File: config.mk
export PLATFORM = sky130hd
export DESIGN_NAME = dct_counter_pair
export DESIGN_NICKNAME = d
export VERILOG_FILES = /design/src/hdl/dct_pkg.sv /design/src/hdl/dct_counter_pair.sv
export SDC_FILE = /design/constraint.sdc
export NUM_CORES = 1
export LEC_CHECK = 0
export ABC_CLOCK_PERIOD_IN_PS = 4250
export BUFFER_PORTS_ARGS = -buffer_cell sky130_fd_sc_hd__buf_2
export CORE_MARGIN = 3
export CORE_UTILIZATION = 50
export CTS_BUF_LIST = sky130_fd_sc_hd__clkbuf_4 sky130_fd_sc_hd__clkbuf_8 sky130_fd_sc_hd__clkbuf_16
export DETAILED_ROUTE_END_ITERATION = 10
export PLACE_DENSITY = 0.67
export SLEW_MARGIN = 20
export SYNTH_ARGS = -nofsm -noshare
export SYNTH_HDL_FRONTEND = slang
export SYNTH_SLANG_ARGS = --single-unit
File: constraint.sdc
create_clock -name clk_sys -period 4.25 [get_ports clk_sys]
set_clock_uncertainty 0.05 [all_clocks]
set_input_delay 0.85 -clock clk_sys [delete_from_list [all_inputs] [get_ports clk_sys]]
set_output_delay 0.85 -clock clk_sys [all_outputs]
set_load 0.05 [all_outputs]
File: src/hdl/dct_pkg.sv
// Constants, encodings and state record for the dual counter block
package dct_pkg;

   localparam int unsigned SHORT_W    = 8;
   localparam int unsigned LONG_W     = 16;
   localparam int unsigned ADDR_W     = 4;
   localparam int unsigned GLITCH_CW  = 8;

   // Register offsets
   localparam logic [ADDR_W-1:0] ADDR_SHORT_CTL   = 4'h0;
   localparam logic [ADDR_W-1:0] ADDR_SHARED_CTL  = 4'h1;
   localparam logic [ADDR_W-1:0] ADDR_LONG_CTL    = 4'h2;
   localparam logic [ADDR_W-1:0] ADDR_SHORT_LOW   = 4'h3;
   localparam logic [ADDR_W-1:0] ADDR_SHORT_HIGH  = 4'h4;
   localparam logic [ADDR_W-1:0] ADDR_POS_CAP     = 4'h5;
   localparam logic [ADDR_W-1:0] ADDR_NEG_CAP     = 4'h6;
   localparam logic [ADDR_W-1:0] ADDR_LONG_RLD_LO = 4'h7;
   localparam logic [ADDR_W-1:0] ADDR_LONG_RLD_HI = 4'h8;

   // Counter control fields (short and long control registers)
   localparam int unsigned BIT_EN      = 7;
   localparam int unsigned BIT_ONESHOT = 6;
   localparam int unsigned BIT_TIMEOUT = 5;
   localparam int unsigned BIT_CAP_IE  = 2;
   localparam int unsigned BIT_TO_IE   = 1;

   // Shared control fields
   localparam int unsigned BIT_MODE       = 7;
   localparam int unsigned FLD_FUNC_LSB   = 4;
   localparam int unsigned FLD_SUB_LSB    = 2;
   localparam int unsigned BIT_SHORT_INIT = 1;
   localparam int unsigned BIT_LONG_INIT  = 0;

   localparam logic [SHORT_W-1:0] SHORT_ALL_ONES = 8'hff;
   localparam logic [SHORT_W-1:0] SHORT_TERMINAL = 8'h01;
   localparam logic [LONG_W-1:0]  LONG_TERMINAL  = 16'h0001;

   typedef enum logic [1:0] {
      FUNC_AND = 2'h0, FUNC_OR = 2'h1, FUNC_NOR = 2'h2, FUNC_NAND = 2'h3
   } dct_func_t;

   // Demodulation edge choice shares the function field; 1x means both edges
   localparam logic [1:0] EDGE_FALL = 2'h0;
   localparam logic [1:0] EDGE_RISE = 2'h1;

   typedef enum logic [1:0] {
      SUB_NORMAL = 2'h0, SUB_ALT = 2'h1, SUB_FORCE_LO = 2'h2, SUB_FORCE_HI = 2'h3
   } dct_sub_t;

   typedef enum logic [1:0] {
      S_IDLE = 2'b00, S_ARM = 2'b01, S_RUN = 2'b11, S_HOLD = 2'b10
   } dct_short_st_t;

   typedef enum logic [1:0] {
      L_IDLE = 2'b00, L_RUN = 2'b01, L_HOLD = 2'b11
   } dct_long_st_t;

   typedef struct packed {
      logic [7:0]           short_ctl;
      logic [7:0]           shared_ctl;
      logic [7:0]           long_ctl;
      logic [SHORT_W-1:0]   short_low;
      logic [SHORT_W-1:0]   short_high;
      logic [SHORT_W-1:0]   pos_cap;
      logic [SHORT_W-1:0]   neg_cap;
      logic [7:0]           long_rld_lo;
      logic [7:0]           long_rld_hi;
      logic                 rise_flag;
      logic                 fall_flag;
      dct_short_st_t        short_st;
      dct_long_st_t         long_st;
      logic [SHORT_W-1:0]   short_cnt;
      logic [LONG_W-1:0]    long_cnt;
      logic                 short_en_q;
      logic                 long_en_q;
      logic                 kick_short;
      logic                 kick_long;
      logic                 short_out;
      logic                 long_out;
      logic                 comb_out;
      logic                 filt;
      logic                 filt_q;
      logic [GLITCH_CW-1:0] glitch_cnt;
      logic [7:0]           rdata;
      logic                 timeout_irq;
      logic                 capture_irq;
   } dct_state_t;

endpackage : dct_pkg

File: src/hdl/dct_counter_pair.sv
// Dual down-counter with transmit and demodulation modes
//
// Decided for this implementation: the plain strobed port.
`timescale 1ns/1ps

// Summary of operation
// - Transmit: function field merges short and long outputs by AND, OR, NOR, NAND.
// - Demodulation: same field picks rising, falling or both edges.
// - Transmit submode picks alternating or normal; normal ends alternating.
// - Submode 10 forces long output low at once, 11 forces it high.
// - Demodulation: submode sets glitch width removed before edge detection.
// - Short initial level applied at start; opposite level held while disabled.
// - Demodulation: rising edge sets rise flag; writing 1 clears it.
// - Long initial level likewise, effective only in normal or alternating submode.
// - Demodulation: falling edge sets fall flag; writing 1 clears it.
// - Short start loads low reload if initial level 0, else high reload.
// - One-shot: count to terminal, stop, toggle, set timeout, interrupt if enabled.
// - Repeating: toggle, timeout, reload by new output level, continue.
// - Reload registers rewritten any time take effect at next load.
// - Short count 0 wraps to FFh, long count 0 to FFFFh, without a timeout.
// - Demodulation: counting starts only at the first selected edge.
// - Later edges capture complemented count, set flag, interrupt if enabled, reload FFh.
// - Rising-edge captures go to positive register, falling to negative.
// - Demodulation timeout sets status, interrupts if enabled, continues from FFh.
module dct_counter_pair
   import dct_pkg::*;
#(
   parameter int unsigned GLITCH_W1 = 2,
   parameter int unsigned GLITCH_W2 = 4,
   parameter int unsigned GLITCH_W3 = 8
) (
   input  wire logic              clk_sys,
   input  wire logic              sys_rst,
   input  wire logic [ADDR_W-1:0] reg_addr,
   input  wire logic [7:0]        reg_wdata,
   input  wire logic              reg_wr,
   input  wire logic              reg_rd,
   output logic      [7:0]        reg_rdata,
   input  wire logic              edge_in,
   output logic                   short_counter_output,
   output logic                   long_counter_output,
   output logic                   combined_output,
   output logic                   timeout_irq_req,
   output logic                   capture_irq_req
);

   if (GLITCH_W1 > 255 || GLITCH_W2 > 255 || GLITCH_W3 > 255) begin : g_bad_width
      $error("Glitch widths must fit in eight bits");
   end

   dct_state_t           s;
   dct_state_t           next_s;

   logic                 demod;
   dct_sub_t             sub;
   logic [1:0]           fsel;
   logic                 alt;
   logic [GLITCH_CW-1:0] glitch_w;
   logic                 rise;
   logic                 fall;
   logic                 sel_rise;
   logic                 sel_fall;
   logic                 short_edge;
   logic                 short_en;
   logic                 long_en;
   logic                 short_init;
   logic                 long_init;
   logic                 short_to;
   logic                 long_to;
   logic [LONG_W-1:0]    long_reload;

   always_comb begin
      next_s      = s;
      next_s.rdata       = 8'h00;
      next_s.timeout_irq = 1'b0;
      next_s.capture_irq = 1'b0;
      next_s.kick_short  = 1'b0;
      next_s.kick_long   = 1'b0;
      short_to    = 1'b0;
      long_to     = 1'b0;

      demod       = s.shared_ctl[BIT_MODE];
      sub         = dct_sub_t'(s.shared_ctl[FLD_SUB_LSB +: 2]);
      fsel        = s.shared_ctl[FLD_FUNC_LSB +: 2];
      alt         = !demod && sub == SUB_ALT;
      short_en    = s.short_ctl[BIT_EN];
      long_en     = s.long_ctl[BIT_EN];
      short_init  = s.shared_ctl[BIT_SHORT_INIT];
      long_init   = s.shared_ctl[BIT_LONG_INIT];
      long_reload = {s.long_rld_hi, s.long_rld_lo};

      // Register writes; hardware events below override clears
      if (reg_wr) begin
         case (reg_addr)
            ADDR_SHORT_CTL: begin
               next_s.short_ctl = reg_wdata;
               next_s.short_ctl[BIT_TIMEOUT] = s.short_ctl[BIT_TIMEOUT] & ~reg_wdata[BIT_TIMEOUT];
            end
            ADDR_SHARED_CTL: begin
               next_s.shared_ctl[7:2] = reg_wdata[7:2];
               if (reg_wdata[BIT_MODE]) begin
                  next_s.rise_flag = s.rise_flag & ~reg_wdata[BIT_SHORT_INIT];
                  next_s.fall_flag = s.fall_flag & ~reg_wdata[BIT_LONG_INIT];
               end else begin
                  next_s.shared_ctl[1:0] = reg_wdata[1:0];
               end
            end
            ADDR_LONG_CTL: begin
               next_s.long_ctl = reg_wdata;
               next_s.long_ctl[BIT_TIMEOUT] = s.long_ctl[BIT_TIMEOUT] & ~reg_wdata[BIT_TIMEOUT];
            end
            // reloads only stored here, used at next load
            ADDR_SHORT_LOW:   next_s.short_low   = reg_wdata;
            ADDR_SHORT_HIGH:  next_s.short_high  = reg_wdata;
            ADDR_LONG_RLD_LO: next_s.long_rld_lo = reg_wdata;
            ADDR_LONG_RLD_HI: next_s.long_rld_hi = reg_wdata;
            default: ;
         endcase
      end

      if (reg_rd) begin
         case (reg_addr)
            ADDR_SHORT_CTL:   next_s.rdata = s.short_ctl;
            ADDR_SHARED_CTL:  next_s.rdata = demod ? {s.shared_ctl[7:2], s.rise_flag, s.fall_flag}
                                                   : s.shared_ctl;
            ADDR_LONG_CTL:    next_s.rdata = s.long_ctl;
            ADDR_SHORT_LOW:   next_s.rdata = s.short_low;
            ADDR_SHORT_HIGH:  next_s.rdata = s.short_high;
            ADDR_POS_CAP:     next_s.rdata = s.pos_cap;
            ADDR_NEG_CAP:     next_s.rdata = s.neg_cap;
            ADDR_LONG_RLD_LO: next_s.rdata = s.long_rld_lo;
            ADDR_LONG_RLD_HI: next_s.rdata = s.long_rld_hi;
            default:          next_s.rdata = 8'h00;
         endcase
      end

      // glitch width by submode, demodulation only
      case (sub)
         SUB_ALT:      glitch_w = GLITCH_CW'(GLITCH_W1);
         SUB_FORCE_LO: glitch_w = GLITCH_CW'(GLITCH_W2);
         SUB_FORCE_HI: glitch_w = GLITCH_CW'(GLITCH_W3);
         default:      glitch_w = '0;
      endcase
      if (!demod) begin
         glitch_w = '0;
      end
      // input must differ longer than the width to pass
      if (edge_in != s.filt) begin
         if (s.glitch_cnt >= glitch_w) begin
            next_s.filt       = edge_in;
            next_s.glitch_cnt = '0;
         end else begin
            next_s.glitch_cnt = s.glitch_cnt + 1'b1;
         end
      end else begin
         next_s.glitch_cnt = '0;
      end
      next_s.filt_q = s.filt;
      rise          = s.filt & ~s.filt_q;
      fall          = ~s.filt & s.filt_q;
      sel_rise      = fsel == EDGE_RISE || fsel[1];
      sel_fall      = fsel == EDGE_FALL || fsel[1];
      short_edge    = (rise && sel_rise) || (fall && sel_fall);

      // Short counter
      next_s.short_en_q = short_en;
      if (!short_en) begin
         next_s.short_st = S_IDLE;
         if (!demod) begin
            next_s.short_out = ~short_init;
         end
      end else if (!s.short_en_q) begin
         if (demod) begin
            next_s.short_st  = S_ARM;
            next_s.short_cnt = SHORT_ALL_ONES;
         end else begin
            next_s.short_out = short_init;
            next_s.short_cnt = short_init ? s.short_high : s.short_low;
            next_s.short_st  = S_RUN;
         end
      end else begin
         case (s.short_st)
            S_ARM: begin
               if (short_edge) begin
                  next_s.short_st = S_RUN;
               end
            end
            S_RUN: begin
               if (demod) begin
                  if (short_edge) begin
                     if (rise) begin
                        next_s.pos_cap = ~s.short_cnt;
                        next_s.rise_flag = 1'b1;
                     end else begin
                        next_s.neg_cap = ~s.short_cnt;
                        next_s.fall_flag = 1'b1;
                     end
                     next_s.short_cnt   = SHORT_ALL_ONES;
                     next_s.capture_irq = s.short_ctl[BIT_CAP_IE];
                  end else if (s.short_cnt == SHORT_TERMINAL) begin
                     short_to         = 1'b1;
                     next_s.short_cnt = SHORT_ALL_ONES;
                  end else begin
                     next_s.short_cnt = s.short_cnt - 1'b1;
                  end
               end else if (s.short_cnt == SHORT_TERMINAL) begin
                  // terminal count toggles and times out
                  short_to         = 1'b1;
                  next_s.short_out = ~s.short_out;
                  if (alt) begin
                     // hand over to the long counter
                     next_s.short_st  = S_HOLD;
                     next_s.kick_long = 1'b1;
                  end else if (s.short_ctl[BIT_ONESHOT]) begin
                     next_s.short_st = S_IDLE;
                  end else begin
                     next_s.short_cnt = s.short_out ? s.short_low : s.short_high;
                  end
               end else begin
                  next_s.short_cnt = s.short_cnt - 1'b1;
               end
            end
            S_HOLD: begin
               if (s.kick_short || !alt) begin
                  next_s.short_cnt = s.short_out ? s.short_high : s.short_low;
                  next_s.short_st  = S_RUN;
               end
            end
            default: ;
         endcase
      end

      // Long counter, transmit only
      next_s.long_en_q = long_en;
      if (!long_en || demod) begin
         next_s.long_st = L_IDLE;
         next_s.long_out = ~long_init;
      end else if (!s.long_en_q) begin
         next_s.long_out = long_init;
         next_s.long_cnt = long_reload;
         next_s.long_st  = alt ? L_HOLD : L_RUN;
      end else begin
         case (s.long_st)
            L_RUN: begin
               if (s.long_cnt == LONG_TERMINAL) begin
                  long_to         = 1'b1;
                  next_s.long_out = ~s.long_out;
                  next_s.long_cnt = long_reload;
                  if (alt) begin
                     // hand back to the short counter
                     next_s.long_st    = L_HOLD;
                     next_s.kick_short = 1'b1;
                  end else if (s.long_ctl[BIT_ONESHOT]) begin
                     next_s.long_st = L_IDLE;
                  end
               end else begin
                  next_s.long_cnt = s.long_cnt - 1'b1;
               end
            end
            L_HOLD: begin
               if (s.kick_long || !alt) begin
                  next_s.long_st = L_RUN;
               end
            end
            default: ;
         endcase
      end

      if (!demod && sub == SUB_FORCE_LO) begin
         next_s.long_out = 1'b0;
      end else if (!demod && sub == SUB_FORCE_HI) begin
         next_s.long_out = 1'b1;
      end

      // timeout status set wins over clear
      next_s.short_ctl[BIT_TIMEOUT] = next_s.short_ctl[BIT_TIMEOUT] | short_to;
      next_s.long_ctl[BIT_TIMEOUT]  = next_s.long_ctl[BIT_TIMEOUT] | long_to;
      next_s.timeout_irq = (short_to && s.short_ctl[BIT_TO_IE])
                        || (long_to && s.long_ctl[BIT_TO_IE]);

      case (dct_func_t'(fsel))
         FUNC_AND:  next_s.comb_out = next_s.short_out & next_s.long_out;
         FUNC_OR:   next_s.comb_out = next_s.short_out | next_s.long_out;
         FUNC_NOR:  next_s.comb_out = ~(next_s.short_out | next_s.long_out);
         FUNC_NAND: next_s.comb_out = ~(next_s.short_out & next_s.long_out);
         default:   next_s.comb_out = 1'b0;
      endcase
   end

   always_ff @(posedge clk_sys) begin
      if (sys_rst) begin
         s <= dct_state_t'('0);
      end else begin
         s <= next_s;
      end
   end

   assign reg_rdata            = s.rdata;
   assign short_counter_output = s.short_out;
   assign long_counter_output  = s.long_out;
   assign combined_output      = s.comb_out;
   assign timeout_irq_req      = s.timeout_irq;
   assign capture_irq_req      = s.capture_irq;

endmodule : dct_counter_pair

### Yosys cells after proc, flatten, opt, wreduce, memory -nomap -nowiden

Cells that the tools add are included.

* divide/modulo/power cells: 0
* $lt $le $gt $ge: 1
* $add $sub $neg: 3
* bitwise logic cells: 36
* eq/ne operators: 36
* shift operators: 0
* muxes and demuxes: 78
* reductions and logical operators: 41
* multipliers: 0

Operator list (number)
* 2-to-1 mux 8 bit: 18
* case mux 8 bit (9 select lines): 1
* 2-to-1 mux 16 bit: 3
* 2-to-1 mux 2 bit: 23
* 2-to-1 mux 38 bit: 1
* 2-to-1 mux 1 bit: 26
* inverter 1 bit: 25
* inequality test 3 bit (second input constant): 6
* AND reduction 2 bit: 9
* AND reduction 6 bit: 3
* equality test 16 x 1 -> 1 bit (second input constant): 1
* equality test 4 x 3 -> 1 bit (second input constant): 4
* case mux 8 bit (2 select lines): 1
* subtractor 16 x 1 -> 16 bit (second input constant): 1
* equality test 2 bit (second input constant): 7
* case mux 4 bit (3 select lines): 1
* OR reduction 6 bit: 2
* inequality test 5 bit (second input constant): 2
* adder 8 x 1 -> 8 bit (second input constant): 1
* equality test 2 x 1 -> 1 bit (second input constant): 4
* equality test 4 x 2 -> 1 bit (second input constant): 2
* equality test 8 x 1 -> 1 bit (second input constant): 1
* greater-or-equal comparator 8 bit: 1
* inequality test 4 bit (second input constant): 2
* other kinds (25): 50

* input bits: 17
* latch bits: 0
* ROM bits: 0
* memories: 0
* register bits after elaboration: 129
* bits in writable memories: 0
* logic and storage cells: 226
* output and inout port bits: 13

### Depth between registers and ports, before layout

Gate-level depths: netlist (run 1).

* word-level depth: 11
* mapped depth: 10
* gate-level depth less buffers: 9

### Least setup slack after synthesis (run 1)

No wires, ideal clock.

* path type: input port to flip-flop
* from: input reg_addr[2]
* to: register s[96] (netlist name)
* data arrival time: 2.680 ns
* stages: 6
* library setup time: 0.128 ns
* buffers on the path: 2
* path slack: 1.392 ns
* required time: 4.072 ns
* path through: clkbuf_1 -> clkbuf_1 -> nand3b_1 -> nor3_1 -> mux2i_1 -> nor2_1

* longest elaborated chain between the ends: 2

RTL lines
* from (decl): RTL line dct_counter_pair.sv:34 `input wire logic [ADDR_W-1:0] reg_addr,`
* equality test 4 x 3 -> 1 bit: RTL line dct_counter_pair.sv:94 `case (reg_addr)`
* AND reduction 2 bit (no line)
* to (signal assigned): RTL line dct_counter_pair.sv:292 `s <= dct_state_t'('0);`
* to (signal assigned): RTL line dct_counter_pair.sv:294 `s <= next_s;`
* to (decl): RTL line dct_counter_pair.sv:51 `dct_state_t s;`

Every way passes these cells.
A chain may end at the register's enable or synchronous reset.

### Worst setup path in the final report (run 1)

* from: register s[28] (netlist name)
* to: register s, in the netlist combined_output

* longest elaborated chain between the ends: 10
* elaborated cells between the ends (all ways): 12
* those cells by class: eq/ne (1); mux (7); bitwise (4)

RTL lines
* equality test 16 x 1 -> 1 bit (*): RTL line dct_counter_pair.sv:245 `if (s.long_cnt == LONG_TERMINAL) begin`
* 2-to-1 mux 1 bit (*): RTL line dct_counter_pair.sv:245
* 2-to-1 mux 1 bit (*): RTL line dct_counter_pair.sv:243 `case (s.long_st)`
* 2-to-1 mux 1 bit (*): RTL line dct_counter_pair.sv:238 `end else if (!s.long_en_q) begin`
* 2-to-1 mux 1 bit (*): RTL line dct_counter_pair.sv:235 `if (!long_en || demod) begin`
* 2-to-1 mux 1 bit (*): RTL line dct_counter_pair.sv:271 `end else if (!demod && sub == SUB_FORCE_HI) begin`
* 2-to-1 mux 1 bit (*): RTL line dct_counter_pair.sv:269 `if (!demod && sub == SUB_FORCE_LO) begin`
* bitwise AND 1 bit or OR 1 bit (tied branches)
* inverter 1 bit, on equally long branches: RTL line dct_counter_pair.sv:285, dct_counter_pair.sv:284
* case mux 1 bit (4 select lines) (*): RTL line dct_counter_pair.sv:281 `case (dct_func_t'(fsel))`

Mark *: on every way between the ends. The rest lies on a longest branch, timed or not.

==> load_flow_metrics.sql, run 1 <==
INSERT INTO impl_metrics (metric_group, metric, value, unit) VALUES
('pwr', 'power_density', '403', 'nW/µm²'),
('cells_and_area', 'syn2layout_area_growth', '12.7', '%'),
('critical_path', 'critical_path.reg2reg.startpoint', 's[28]', ''),
('clock_tree', 'cts-hold-fix-buffers', '0', ''),
('global_route', 'grt_util_all_layers', '26.8', '%'),
('clock_tree', 'clk_transition_reported_paths', '0.06', 'ns'),
('clock_tree', 'htreeDepth', '4', ''),
('die', 'core_area', '12800', 'µm²'),
('die', 'start_util', '51.9', '%'),
('min_path', 'hold_end', 's[119]', ''),
('clock_tree', 'cts_buffers', '17', ''),
('drt', 'initial_drt_pass_iterations', '6', ''),
('synthesis', 'synth_cells', '825', ''),
('die', 'floorplan.rows', '41', ''),
('timing', 'fin_worst_hold_slack', '0.403', 'ns'),
('critical_path', 'timing.reg2reg.setup_slack', '1.21', 'ns'),
('global_route', 'antenna_found_initial', '0', ''),
('critical_path', 'cp.arrival', '3.35', 'ns'),
('timing', 'fmaxAchievable', '0.329', 'GHz'),
('synthesis', 'yosys.area.top_type_share', '39.0', '%'),
('clock_tree', 'cells_resized_by_post_cts_repair', '0', ''),
('min_path', 'worstHoldStart', 's[119]', ''),
('synthesis', 'yosys_warnings', '0', ''),
('timing', 'worst_slew_pin_slew', '0.922', 'ns'),
('drt', 'wirelength', '19300', 'µm'),
('global_route', 'grt_pass1_wl', '30500', 'µm'),
('pwr', 'leakage', '2.72', 'nW'),
('critical_path', 'crit_path_max_fanout', '4', ''),
('cells_and_area', 'multi_input_area', '3750', 'µm²'),
('synthesis', 'synth.area.top_cells', 'sky130_fd_sc_hd__dfxtp_1 (39%), sky130_fd_sc_hd__mux2i_1 (7.1%), sky130_fd_sc_hd__nor2_1 (7.0%), sky130_fd_sc_hd__a21oi_1 (5.7%), sky130_fd_sc_hd__nand2_1 (4.6%)', ''),
('drt', 'residual_antenna_violating_net_count_after_detailed_routing', '0', ''),
('clock_tree', 'cts-root-buf', 'sky130_fd_sc_hd__clkbuf_16', ''),
('synthesis', 'yosys.cell_types.count', '67', ''),
('synthesis', 'yosys_register_bits', '129', ''),
('die', 'io_pins', '30', ''),
('timing', 'setup_violations', '0', ''),
('critical_path', 'crit_path_start_kind', 'flip-flop', ''),
('placement', 'preCtsSetupSlack', '1.24', 'ns'),
('die', 'die_w', '121', 'µm'),
('synthesis', 'async_flop_share', '0', '%'),
('timing', 'final.setup.tns', '0', 'ns'),
('clock_tree', 'clk-insertion-delay-late', '0.42', 'ns'),
('die', 'die_area', '14700', 'µm²'),
('critical_path', 'path_cells', 'inv_1 > ha_1 > or4b_2 > or4_4 > or4b_1 > and2_4 > a2111oi_4 > nand3b_1', ''),
('die', 'die_h', '121', 'µm'),
('synthesis', 'ys_seq_area_share', '39.0', '%'),
('drt', 'violation_count_after_the_first_detailed_route_iteration', '826', ''),
('global_route', 'via_count_of_the_first_global_routing_pass', '5633', ''),
('critical_path', 'timing.critical_path.required', '4.55', 'ns'),
('timing', 'final_max_slew_viols', '0', ''),
('pwr', 'max-vdd-ir-drop', '0.316', 'mV'),
('placement', 'io_buffer_count', '29', ''),
('min_path', 'whs_path_depth', '2', ''),
('min_path', 'timing.hold.worst.class', 'reg -> reg', ''),
('timing', 'final.period_utilization', '71.6', '%'),
('drt', 'drc', '0', ''),
('clock_tree', 'cts.path.max_buffers', '2', ''),
('clock_tree', 'cts_tree', 'built', ''),
('cells_and_area', 'antenna_cells_inserted', '0', ''),
('critical_path', 'timing_worst_setup_path_type', 'reg -> reg', ''),
('synthesis', 'syn_avg_cell_area', '8.03', 'µm²'),
('cells_and_area', 'layout.cells.most_common', 'sky130_fd_sc_hd__dfxtp_1', ''),
('job', 'timing.max_cap.violations', '0', ''),
('placement', 'dpl.hpwl', '13300', 'µm'),
('cells_and_area', 'layout.cells.most_common_list', 'sky130_fd_sc_hd__dfxtp_1 (129), sky130_fd_sc_hd__nor2_1 (123), sky130_fd_sc_hd__nand2_1 (82)', ''),
('global_route', 'grt_max_degree', '57', ''),
('critical_path', 'worst_r2r_path_depth', '8', ''),
('synthesis', 'synth_enable_flop_cells', '0', ''),
('timing', 'grt_setup_unrepaired', 'no', ''),
('status', 'run_status', 'complete, no violations', ''),
('drt', 'post_drt_wl_per_cell', '19.2', 'µm');
logic make-up after synthesis:
family          Yosys count  synth area share, %
other cells               1               0.0566
buf+inv                  78                 4.87
mux                      58                 9.48
xor+xnor                  8                 1.06
compound gates          200                 19.4
fa+ha+maj                 8                 1.51
simple gates            343                 24.6
flops                   129                 39.0
registers in the layout, indices dropped and copies added (netlist names):
name / cells
capture_irq_req: 1
combined_output: 1
demod: 1
fsel: 2
long_counter_output: 1
long_en: 1
long_init: 1
long_reload: 16
next_s: 2
reg_rdata: 8
s: 93
short_counter_output: 1
timeout_irq_req: 1
stage by stage:
stage / power, mW / area (µm²) / cells
after global placement: 1.40 / 6800 / 972
after floorplan: 1.35 / 6630 / 827
after detailed placement: 1.40 / 6800 / 972
after global routing: 3.08 / 7460 / 1003
after CTS: 3.02 / 7460 / 1003
final: 3.00 / 7460 / 1003
area by class of cell:
| class | count | area share [%] |
|---|---|---|
| Sequential cell | 129 | 34.6 |
| Inverter | 15 | 0.754 |
| Tap cell | 172 | 2.88 |
| Multi-Input combinational cell | 620 | 50.2 |
| Clock inverter | 9 | 2.40 |
| Clock buffer | 22 | 6.45 |
| Timing Repair Buffer | 36 | 2.68 |
synthesized netlist by cell type (9+ instances only):
library cell / instances
sky130_fd_sc_hd__dfxtp_1: 129
sky130_fd_sc_hd__nor2_1: 123
sky130_fd_sc_hd__nand2_1: 82
sky130_fd_sc_hd__a21oi_1: 76
sky130_fd_sc_hd__clkbuf_1: 47
sky130_fd_sc_hd__mux2i_1: 47
sky130_fd_sc_hd__nand3_1: 41
sky130_fd_sc_hd__o21ai_0: 38
sky130_fd_sc_hd__nor3_1: 19
sky130_fd_sc_hd__inv_1: 14
sky130_fd_sc_hd__a22oi_1: 13
sky130_fd_sc_hd__nor2b_1: 12
sky130_fd_sc_hd__nand2b_1: 11
sky130_fd_sc_hd__a31oi_1: 9
worst max-delay path, delay by kind of cell (launching register included):
| kind | cells | cell delay [ns] |
|---|---|---|
| buf+inv | 1 | 0.10 |
| fa+ha+maj | 1 | 0.15 |
| flops | 1 | 0.32 |
| compound gates | 1 | 0.32 |
| simple gates | 5 | 2.03 |
how the worst max path moves through the flow:
stage	endpoint	startpoint	cells past startpoint
6_report	combined_output	s[28]	8
5_1_grt	combined_output	s[28]	8
4_1_cts	combined_output	s[28]	8
3_5_place_dp	combined_output	s[28]	8
3_3_place_gp	combined_output	s[28]	8
2_1_floorplan	s[96]	reg_addr[2]	6
per-layer routing:
| metal | track usage [%] | vias up | part of all wire [%] | wire, µm |
|---|---|---|---|---|
| met5 | 0 | - | 0 | 0 |
| met4 | 9.84 | 0 | 2.6 | 509 |
| met2 | 41.3 | 274 | 46 | 8910 |
| met1 | 36.5 | 2992 | 43 | 8360 |
| met3 | 6.71 | 36 | 7.8 | 1500 |
| li1 | - | 2930 | - | - |
where the power goes:
group / switching, mW / total, mW / internal [mW]
combinational: 0.0999 / 0.140 / 0.0399
sequential: 0.0176 / 1.24 / 1.22
clock: 0.529 / 1.63 / 1.10
No activity file was read; power rests on OpenSTA's default activity.
==> run 2, diff against run 1 <==
ABC_CLOCK_PERIOD_IN_PS = 3200   (was 4250)
clock period = 3.2 ns   (was 4.25 ns; I/O delays follow)
==> load_flow_metrics.sql, run 2 (synthesis gave the netlist of run 1 again) <==
INSERT INTO impl_metrics (metric_group, metric, value, unit) VALUES
('global_route', 'grt.met1_usage', '36.0', '%'),
('pwr', 'power_density', '492', 'nW/µm²'),
('timing', 'grt_setup_unrepaired', 'no', ''),
('placement', 'io_buffer_count', '29', ''),
('die', 'die_w', '121', 'µm'),
('critical_path', 'crit_path_start', 's[27]', ''),
('cells_and_area', 'syn2layout_area_growth', '12.0', '%'),
('timing', 'fin_worst_hold_slack', '0.407', 'ns'),
('timing', 'final.period_utilization', '94.5', '%'),
('pwr', 'leakage', '2.72', 'nW'),
('global_route', 'grt_busiest_layer', 'met2', ''),
('critical_path', 'worst_setup_path_end_kind', 'flip-flop', ''),
('drt', 'wirelength', '19200', 'µm'),
('clock_tree', 'cts-hold-fix-buffers', '0', ''),
('timing', 'fmaxAchievable', '0.331', 'GHz'),
('cells_and_area', 'largest-register', 's', ''),
('timing', 'finalWorstPathRequiredPeriod', '3.02', 'ns'),
('global_route', 'antenna_found_initial', '0', ''),
('die', 'floorplan.rows', '41', ''),
('min_path', 'timing.hold.worst.class', 'reg -> reg', ''),
('drt', 'residual_antenna_violating_net_count_after_detailed_routing', '0', ''),
('cells_and_area', 'final_net_count', '853', ''),
('timing', 'worst_slew_pin_slew', '0.915', 'ns'),
('global_route', 'grt.met3_usage', '6.57', '%'),
('drt', 'route.vias.total', '6206', ''),
('global_route', 'grt_pass1_wl', '30600', 'µm'),
('die', 'die_h', '121', 'µm'),
('cells_and_area', 'finalInstanceArea', '7420', 'µm²'),
('global_route', 'via_count_of_the_first_global_routing_pass', '5764', ''),
('placement', 'routability_congestion_estimate_from_global_placement', '0.936', ''),
('clock_tree', 'cts.path.max_buffers', '2', ''),
('min_path', 'worstHoldStart', 's[109]', ''),
('clock_tree', 'cells_resized_by_post_cts_repair', '0', ''),
('critical_path', 'timing_worst_setup_path_type', 'reg -> reg', ''),
('critical_path', 'timing.critical_path.required', '3.51', 'ns'),
('die', 'io_pins', '30', ''),
('pwr', 'max-vdd-ir-drop', '0.342', 'mV'),
('timing', 'final_max_slew_viols', '0', ''),
('critical_path', 'crit_path_max_fanout', '5', ''),
('cells_and_area', 'layout.cells.most_common', 'sky130_fd_sc_hd__dfxtp_1', ''),
('drt', 'post_drt_wl_per_cell', '19.0', 'µm'),
('cells_and_area', 'layout.cells.most_common_list', 'sky130_fd_sc_hd__dfxtp_1 (129), sky130_fd_sc_hd__nor2_1 (123), sky130_fd_sc_hd__nand2_1 (82)', ''),
('die', 'die_area', '14700', 'µm²'),
('critical_path', 'critical_path.reg2reg.startpoint', 's[27]', ''),
('global_route', 'grt_remaining_overflow', '0', ''),
('drt', 'initial_drt_pass_iterations', '5', ''),
('critical_path', 'crit_path_start_kind', 'flip-flop', ''),
('timing', 'setup_violations', '0', ''),
('die', 'start_util', '51.9', '%'),
('drt', 'vias_per_cell', '6.14', ''),
('clock_tree', 'post-cts-setup-buffer-count', '0', ''),
('clock_tree', 'cts-root-buf', 'sky130_fd_sc_hd__clkbuf_16', ''),
('job', 'timing.max_cap.violations', '0', ''),
('clock_tree', 'htreeDepth', '4', ''),
('timing', 'final.setup.tns', '0', 'ns'),
('global_route', 'grt_util_all_layers', '26.9', '%'),
('placement', 'post-place-cells', '981', ''),
('placement', 'dpl.hpwl', '13500', 'µm'),
('cells_and_area', 'fillers', '1177', ''),
('placement', 'placed_cell_area', '6870', 'µm²'),
('clock_tree', 'clk_transition_reported_paths', '0.05', 'ns'),
('status', 'run_status', 'complete, no violations', ''),
('critical_path', 'cp.arrival', '3.33', 'ns'),
('clock_tree', 'cts_tree', 'built', ''),
('cells_and_area', 'antenna_cells_inserted', '0', ''),
('timing', 'max_slew_margin', '38.8', '%'),
('die', 'core_area', '12800', 'µm²'),
('cells_and_area', 'share_of_final_layout_standard_cells_stronger_than_drive_strength_1', '11.8', '%'),
('global_route', 'grt_util_met2', '42.8', '%'),
('clock_tree', 'clk-insertion-delay-late', '0.42', 'ns'),
('drt', 'violation_count_after_the_first_detailed_route_iteration', '741', ''),
('global_route', 'grt_max_degree', '61', ''),
('cells_and_area', 'finalNonFillerCells', '1011', ''),
('cells_and_area', 'largest_reg_flops', '93', ''),
('timing', 'final_hold_viol_count', '0', ''),
('drt', 'drc', '0', ''),
('clock_tree', 'cts_buffers', '17', ''),
('clock_tree', 'clock_sinks', '129', '');
-- run 2: cell count changes in the layout (fill, tap and decap cells not counted) --
cell                         before  now
sky130_fd_sc_hd__buf_4            8   17
sky130_fd_sc_hd__clkinv_2         1    6
sky130_fd_sc_hd__bufinv_16        5    1
sky130_fd_sc_hd__clkinvlp_4       2    0
sky130_fd_sc_hd__clkbuf_4         2    3
sky130_fd_sc_hd__clkinv_4         1    0
-- run 2: final timing paths --
kind                           to  slack, ns  cells after the start
setup / recovery  combined_output       0.18                      7
hold / removal             s[109]       0.41                      2
setup reg to reg  combined_output       0.18                      7
hold reg to reg            s[109]       0.41                      2
-- run 2: worst max-delay path: stages, from the launching register on --
cell	delay [ns]
sky130_fd_sc_hd__dfxtp_1	0.40
sky130_fd_sc_hd__ha_1	0.17
sky130_fd_sc_hd__or4b_2	0.66
sky130_fd_sc_hd__or4_4	0.47
sky130_fd_sc_hd__or4b_1	0.56
sky130_fd_sc_hd__and2_4	0.20
sky130_fd_sc_hd__a2111oi_4	0.33
sky130_fd_sc_hd__nand3b_1	0.14
-- run 2: metal layers --
metal	wire length, µm	vias to the layer above
li1	-	2954
met1	8470	2986
met2	9050	238
met3	1280	28
met4	395	0
met5	0	-
-- run 2: area by class of cell --
class	instances	area (µm²)	area share, %
multi-input cells	620	3750	50.5
flip-flops and latches	129	2580	34.8
clock buffers	23	489	6.59
repair buffers	45	268	3.61
well taps	172	215	2.90
clock inverters	7	60.1	0.809
inverters	15	56.3	0.759
-- run 2: metrics by stage --
stage | setup slack (ns) | util (%) | power [mW]
2_1_floorplan | 0.369 | - | 1.80
3_3_place_gp | 0.242 | 53.8 | 1.86
5_1_grt | 0.0743 | 58.1 | 3.75
3_5_place_dp | 0.198 | 53.8 | 1.87
6_report | 0.176 | 58.1 | 3.65
4_1_cts | 0.185 | 58.1 | 3.66
-- run 2: report_power, final --
group	internal (mW)	switching, mW
Combinational	0.0564	0.134
Sequential	1.62	0.0227
Clock	1.14	0.677
Total	2.82	0.833
==> run 3, diff against run 2 <==
CELL_PAD_IN_SITES_DETAIL_PLACEMENT = 1   (was not set)
CELL_PAD_IN_SITES_GLOBAL_PLACEMENT = 1   (was not set)
CORE_UTILIZATION = 47   (was 50)
PLACE_DENSITY = not set   (was 0.67)
PLACE_DENSITY_LB_ADDON = 0.1   (was not set)
==> load_flow_metrics.sql, run 3 (synthesis gave the netlist of run 1 again) <==
INSERT INTO impl_metrics (metric_group, metric, value, unit) VALUES
('status', 'run_status', 'complete, no violations', ''),
('clock_tree', 'cts-hold-fix-buffers', '0', ''),
('drt', 'wirelength', '22600', 'µm'),
('global_route', 'via_count_of_the_first_global_routing_pass', '6546', ''),
('global_route', 'grt_remaining_overflow', '0', ''),
('drt', 'residual_antenna_violating_net_count_after_detailed_routing', '0', ''),
('die', 'die_w', '125', 'µm'),
('timing', 'final_max_slew_viols', '0', ''),
('timing', 'grt_setup_unrepaired', 'no', ''),
('clock_tree', 'clk_transition_reported_paths', '0.06', 'ns'),
('timing', 'worst_slew_pin_slew', '0.908', 'ns'),
('placement', 'placed_cell_area', '6880', 'µm²'),
('clock_tree', 'cts_buffers', '17', ''),
('die', 'die_h', '125', 'µm'),
('global_route', 'grt_util_all_layers', '29.1', '%'),
('die', 'start_util', '49.0', '%'),
('clock_tree', 'htreeDepth', '4', ''),
('cells_and_area', 'largest-register', 's', ''),
('job', 'timing.max_cap.violations', '0', ''),
('critical_path', 'crit_path_start_kind', 'flip-flop', ''),
('die', 'core_area', '13500', 'µm²'),
('clock_tree', 'clk-insertion-delay-late', '0.44', 'ns'),
('timing', 'final.setup.tns', '0', 'ns'),
('critical_path', 'worst_setup_path_end_kind', 'flip-flop', ''),
('drt', 'drc', '0', ''),
('placement', 'routability_congestion_estimate_from_global_placement', '0.884', ''),
('timing', 'final_hold_viol_count', '0', ''),
('clock_tree', 'cts-root-buf', 'sky130_fd_sc_hd__clkbuf_16', ''),
('drt', 'route.vias.total', '6422', ''),
('global_route', 'grt_max_degree', '85', ''),
('timing', 'finalWorstPathRequiredPeriod', '3.05', 'ns'),
('cells_and_area', 'layout.cells.most_common', 'sky130_fd_sc_hd__dfxtp_1', ''),
('pwr', 'leakage', '2.78', 'nW'),
('critical_path', 'timing.critical_path.required', '3.52', 'ns'),
('placement', 'preCtsSetupSlack', '0.162', 'ns'),
('clock_tree', 'post-cts-setup-buffer-count', '0', ''),
('die', 'io_pins', '30', ''),
('clock_tree', 'cells_resized_by_post_cts_repair', '0', ''),
('timing', 'final.period_utilization', '95.4', '%'),
('placement', 'dpl.hpwl', '15300', 'µm'),
('pwr', 'power_density', '542', 'nW/µm²'),
('global_route', 'antenna_found_initial', '0', ''),
('placement', 'io_buffer_count', '29', ''),
('die', 'floorplan.rows', '42', ''),
('pwr', 'max-vdd-ir-drop', '0.377', 'mV'),
('timing', 'fmaxAchievable', '0.328', 'GHz'),
('timing', 'setup_violations', '0', ''),
('drt', 'vias_per_cell', '6.31', ''),
('cells_and_area', 'final_net_count', '854', ''),
('drt', 'violation_count_after_the_first_detailed_route_iteration', '671', ''),
('cells_and_area', 'finalNonFillerCells', '1018', ''),
('timing', 'timing.final.ws_setup', '0.148', 'ns'),
('drt', 'initial_drt_pass_iterations', '5', ''),
('cells_and_area', 'fillers', '1623', ''),
('critical_path', 'timing_worst_setup_path_type', 'reg -> reg', ''),
('die', 'die_area', '15600', 'µm²'),
('cells_and_area', 'share_of_final_layout_standard_cells_stronger_than_drive_strength_1', '12.1', '%'),
('global_route', 'grt_pass1_wl', '35700', 'µm'),
('cells_and_area', 'antenna_cells_inserted', '0', ''),
('critical_path', 'cp.arrival', '3.37', 'ns'),
('cells_and_area', 'final_core_utilization', '56.0', '%'),
('drt', 'post_drt_wl_per_cell', '22.2', 'µm'),
('min_path', 'timing.hold.worst.class', 'reg -> reg', ''),
('critical_path', 'crit_path_max_fanout', '4', ''),
('cells_and_area', 'layout.cells.most_common_list', 'sky130_fd_sc_hd__dfxtp_1 (129), sky130_fd_sc_hd__nor2_1 (123), sky130_fd_sc_hd__nand2_1 (82)', ''),
('timing', 'max_slew_margin', '39.5', '%'),
('cells_and_area', 'largest_reg_flops', '93', ''),
('clock_tree', 'cts_tree', 'built', ''),
('cells_and_area', 'syn2layout_area_growth', '14.3', '%'),
('cells_and_area', 'finalInstanceArea', '7570', 'µm²'),
('clock_tree', 'cts.path.max_buffers', '2', ''),
('clock_tree', 'clock_sinks', '129', ''),
('placement', 'post-place-cells', '986', '');
-- run 3: stage by stage --
stage / hold WS [ns] / power (mW)
global route: 0.429 / 4.22
detailed placement: 0.400 / 1.87
CTS: 0.410 / 4.12
floorplan: 0.375 / 1.80
global placement: 0.391 / 1.87
finish: 0.407 / 4.10
-- run 3: path summary, 6_finish.rpt --
path,start,endpoint,slack (ns),cells past startpoint
worst min register to register,s[56],s[56],0.41,2
worst max register to register,s[28],combined_output,0.15,8
worst min-delay path,s[56],s[56],0.41,2
worst max-delay path,s[28],combined_output,0.15,8
-- run 3: critical path, stage by stage, from the launching register on --
cell and delay (ns):
sky130_fd_sc_hd__dfxtp_1 0.33, sky130_fd_sc_hd__inv_1 0.10, sky130_fd_sc_hd__ha_1 0.15, sky130_fd_sc_hd__or4b_2 0.66
sky130_fd_sc_hd__or4_4 0.48, sky130_fd_sc_hd__or4b_1 0.56, sky130_fd_sc_hd__and2_4 0.20, sky130_fd_sc_hd__a2111oi_4 0.32
sky130_fd_sc_hd__nand3b_1 0.14
-- run 3: cell type report --
cell class,instances,area (µm²),share of cell area [%]
Timing Repair Buffer,46,275,3.64
Inverter,15,56.3,0.744
Sequential cell,129,2580,34.1
Clock inverter,13,231,3.06
Clock buffer,19,453,5.98
Multi-Input combinational cell,620,3750,49.5
Tap cell,176,220,2.91
-- run 3: where the power goes --
group / switching, mW / internal [mW] / total, mW
clock: 0.755 / 1.50 / 2.26
sequential: 0.0233 / 1.62 / 1.65
combinational: 0.142 / 0.0554 / 0.198
total: 0.921 / 3.18 / 4.10
-- run 3: layer usage --
metal	part of all wire [%]	global-route usage [%]	up-vias	wire [µm]
met5	0	0	-	0
met4	3.1	12.4	0	703
met3	5.9	5.62	45	1340
met2	49	49.5	232	11000
met1	42	36.0	3181	9530
li1	-	-	2964	-
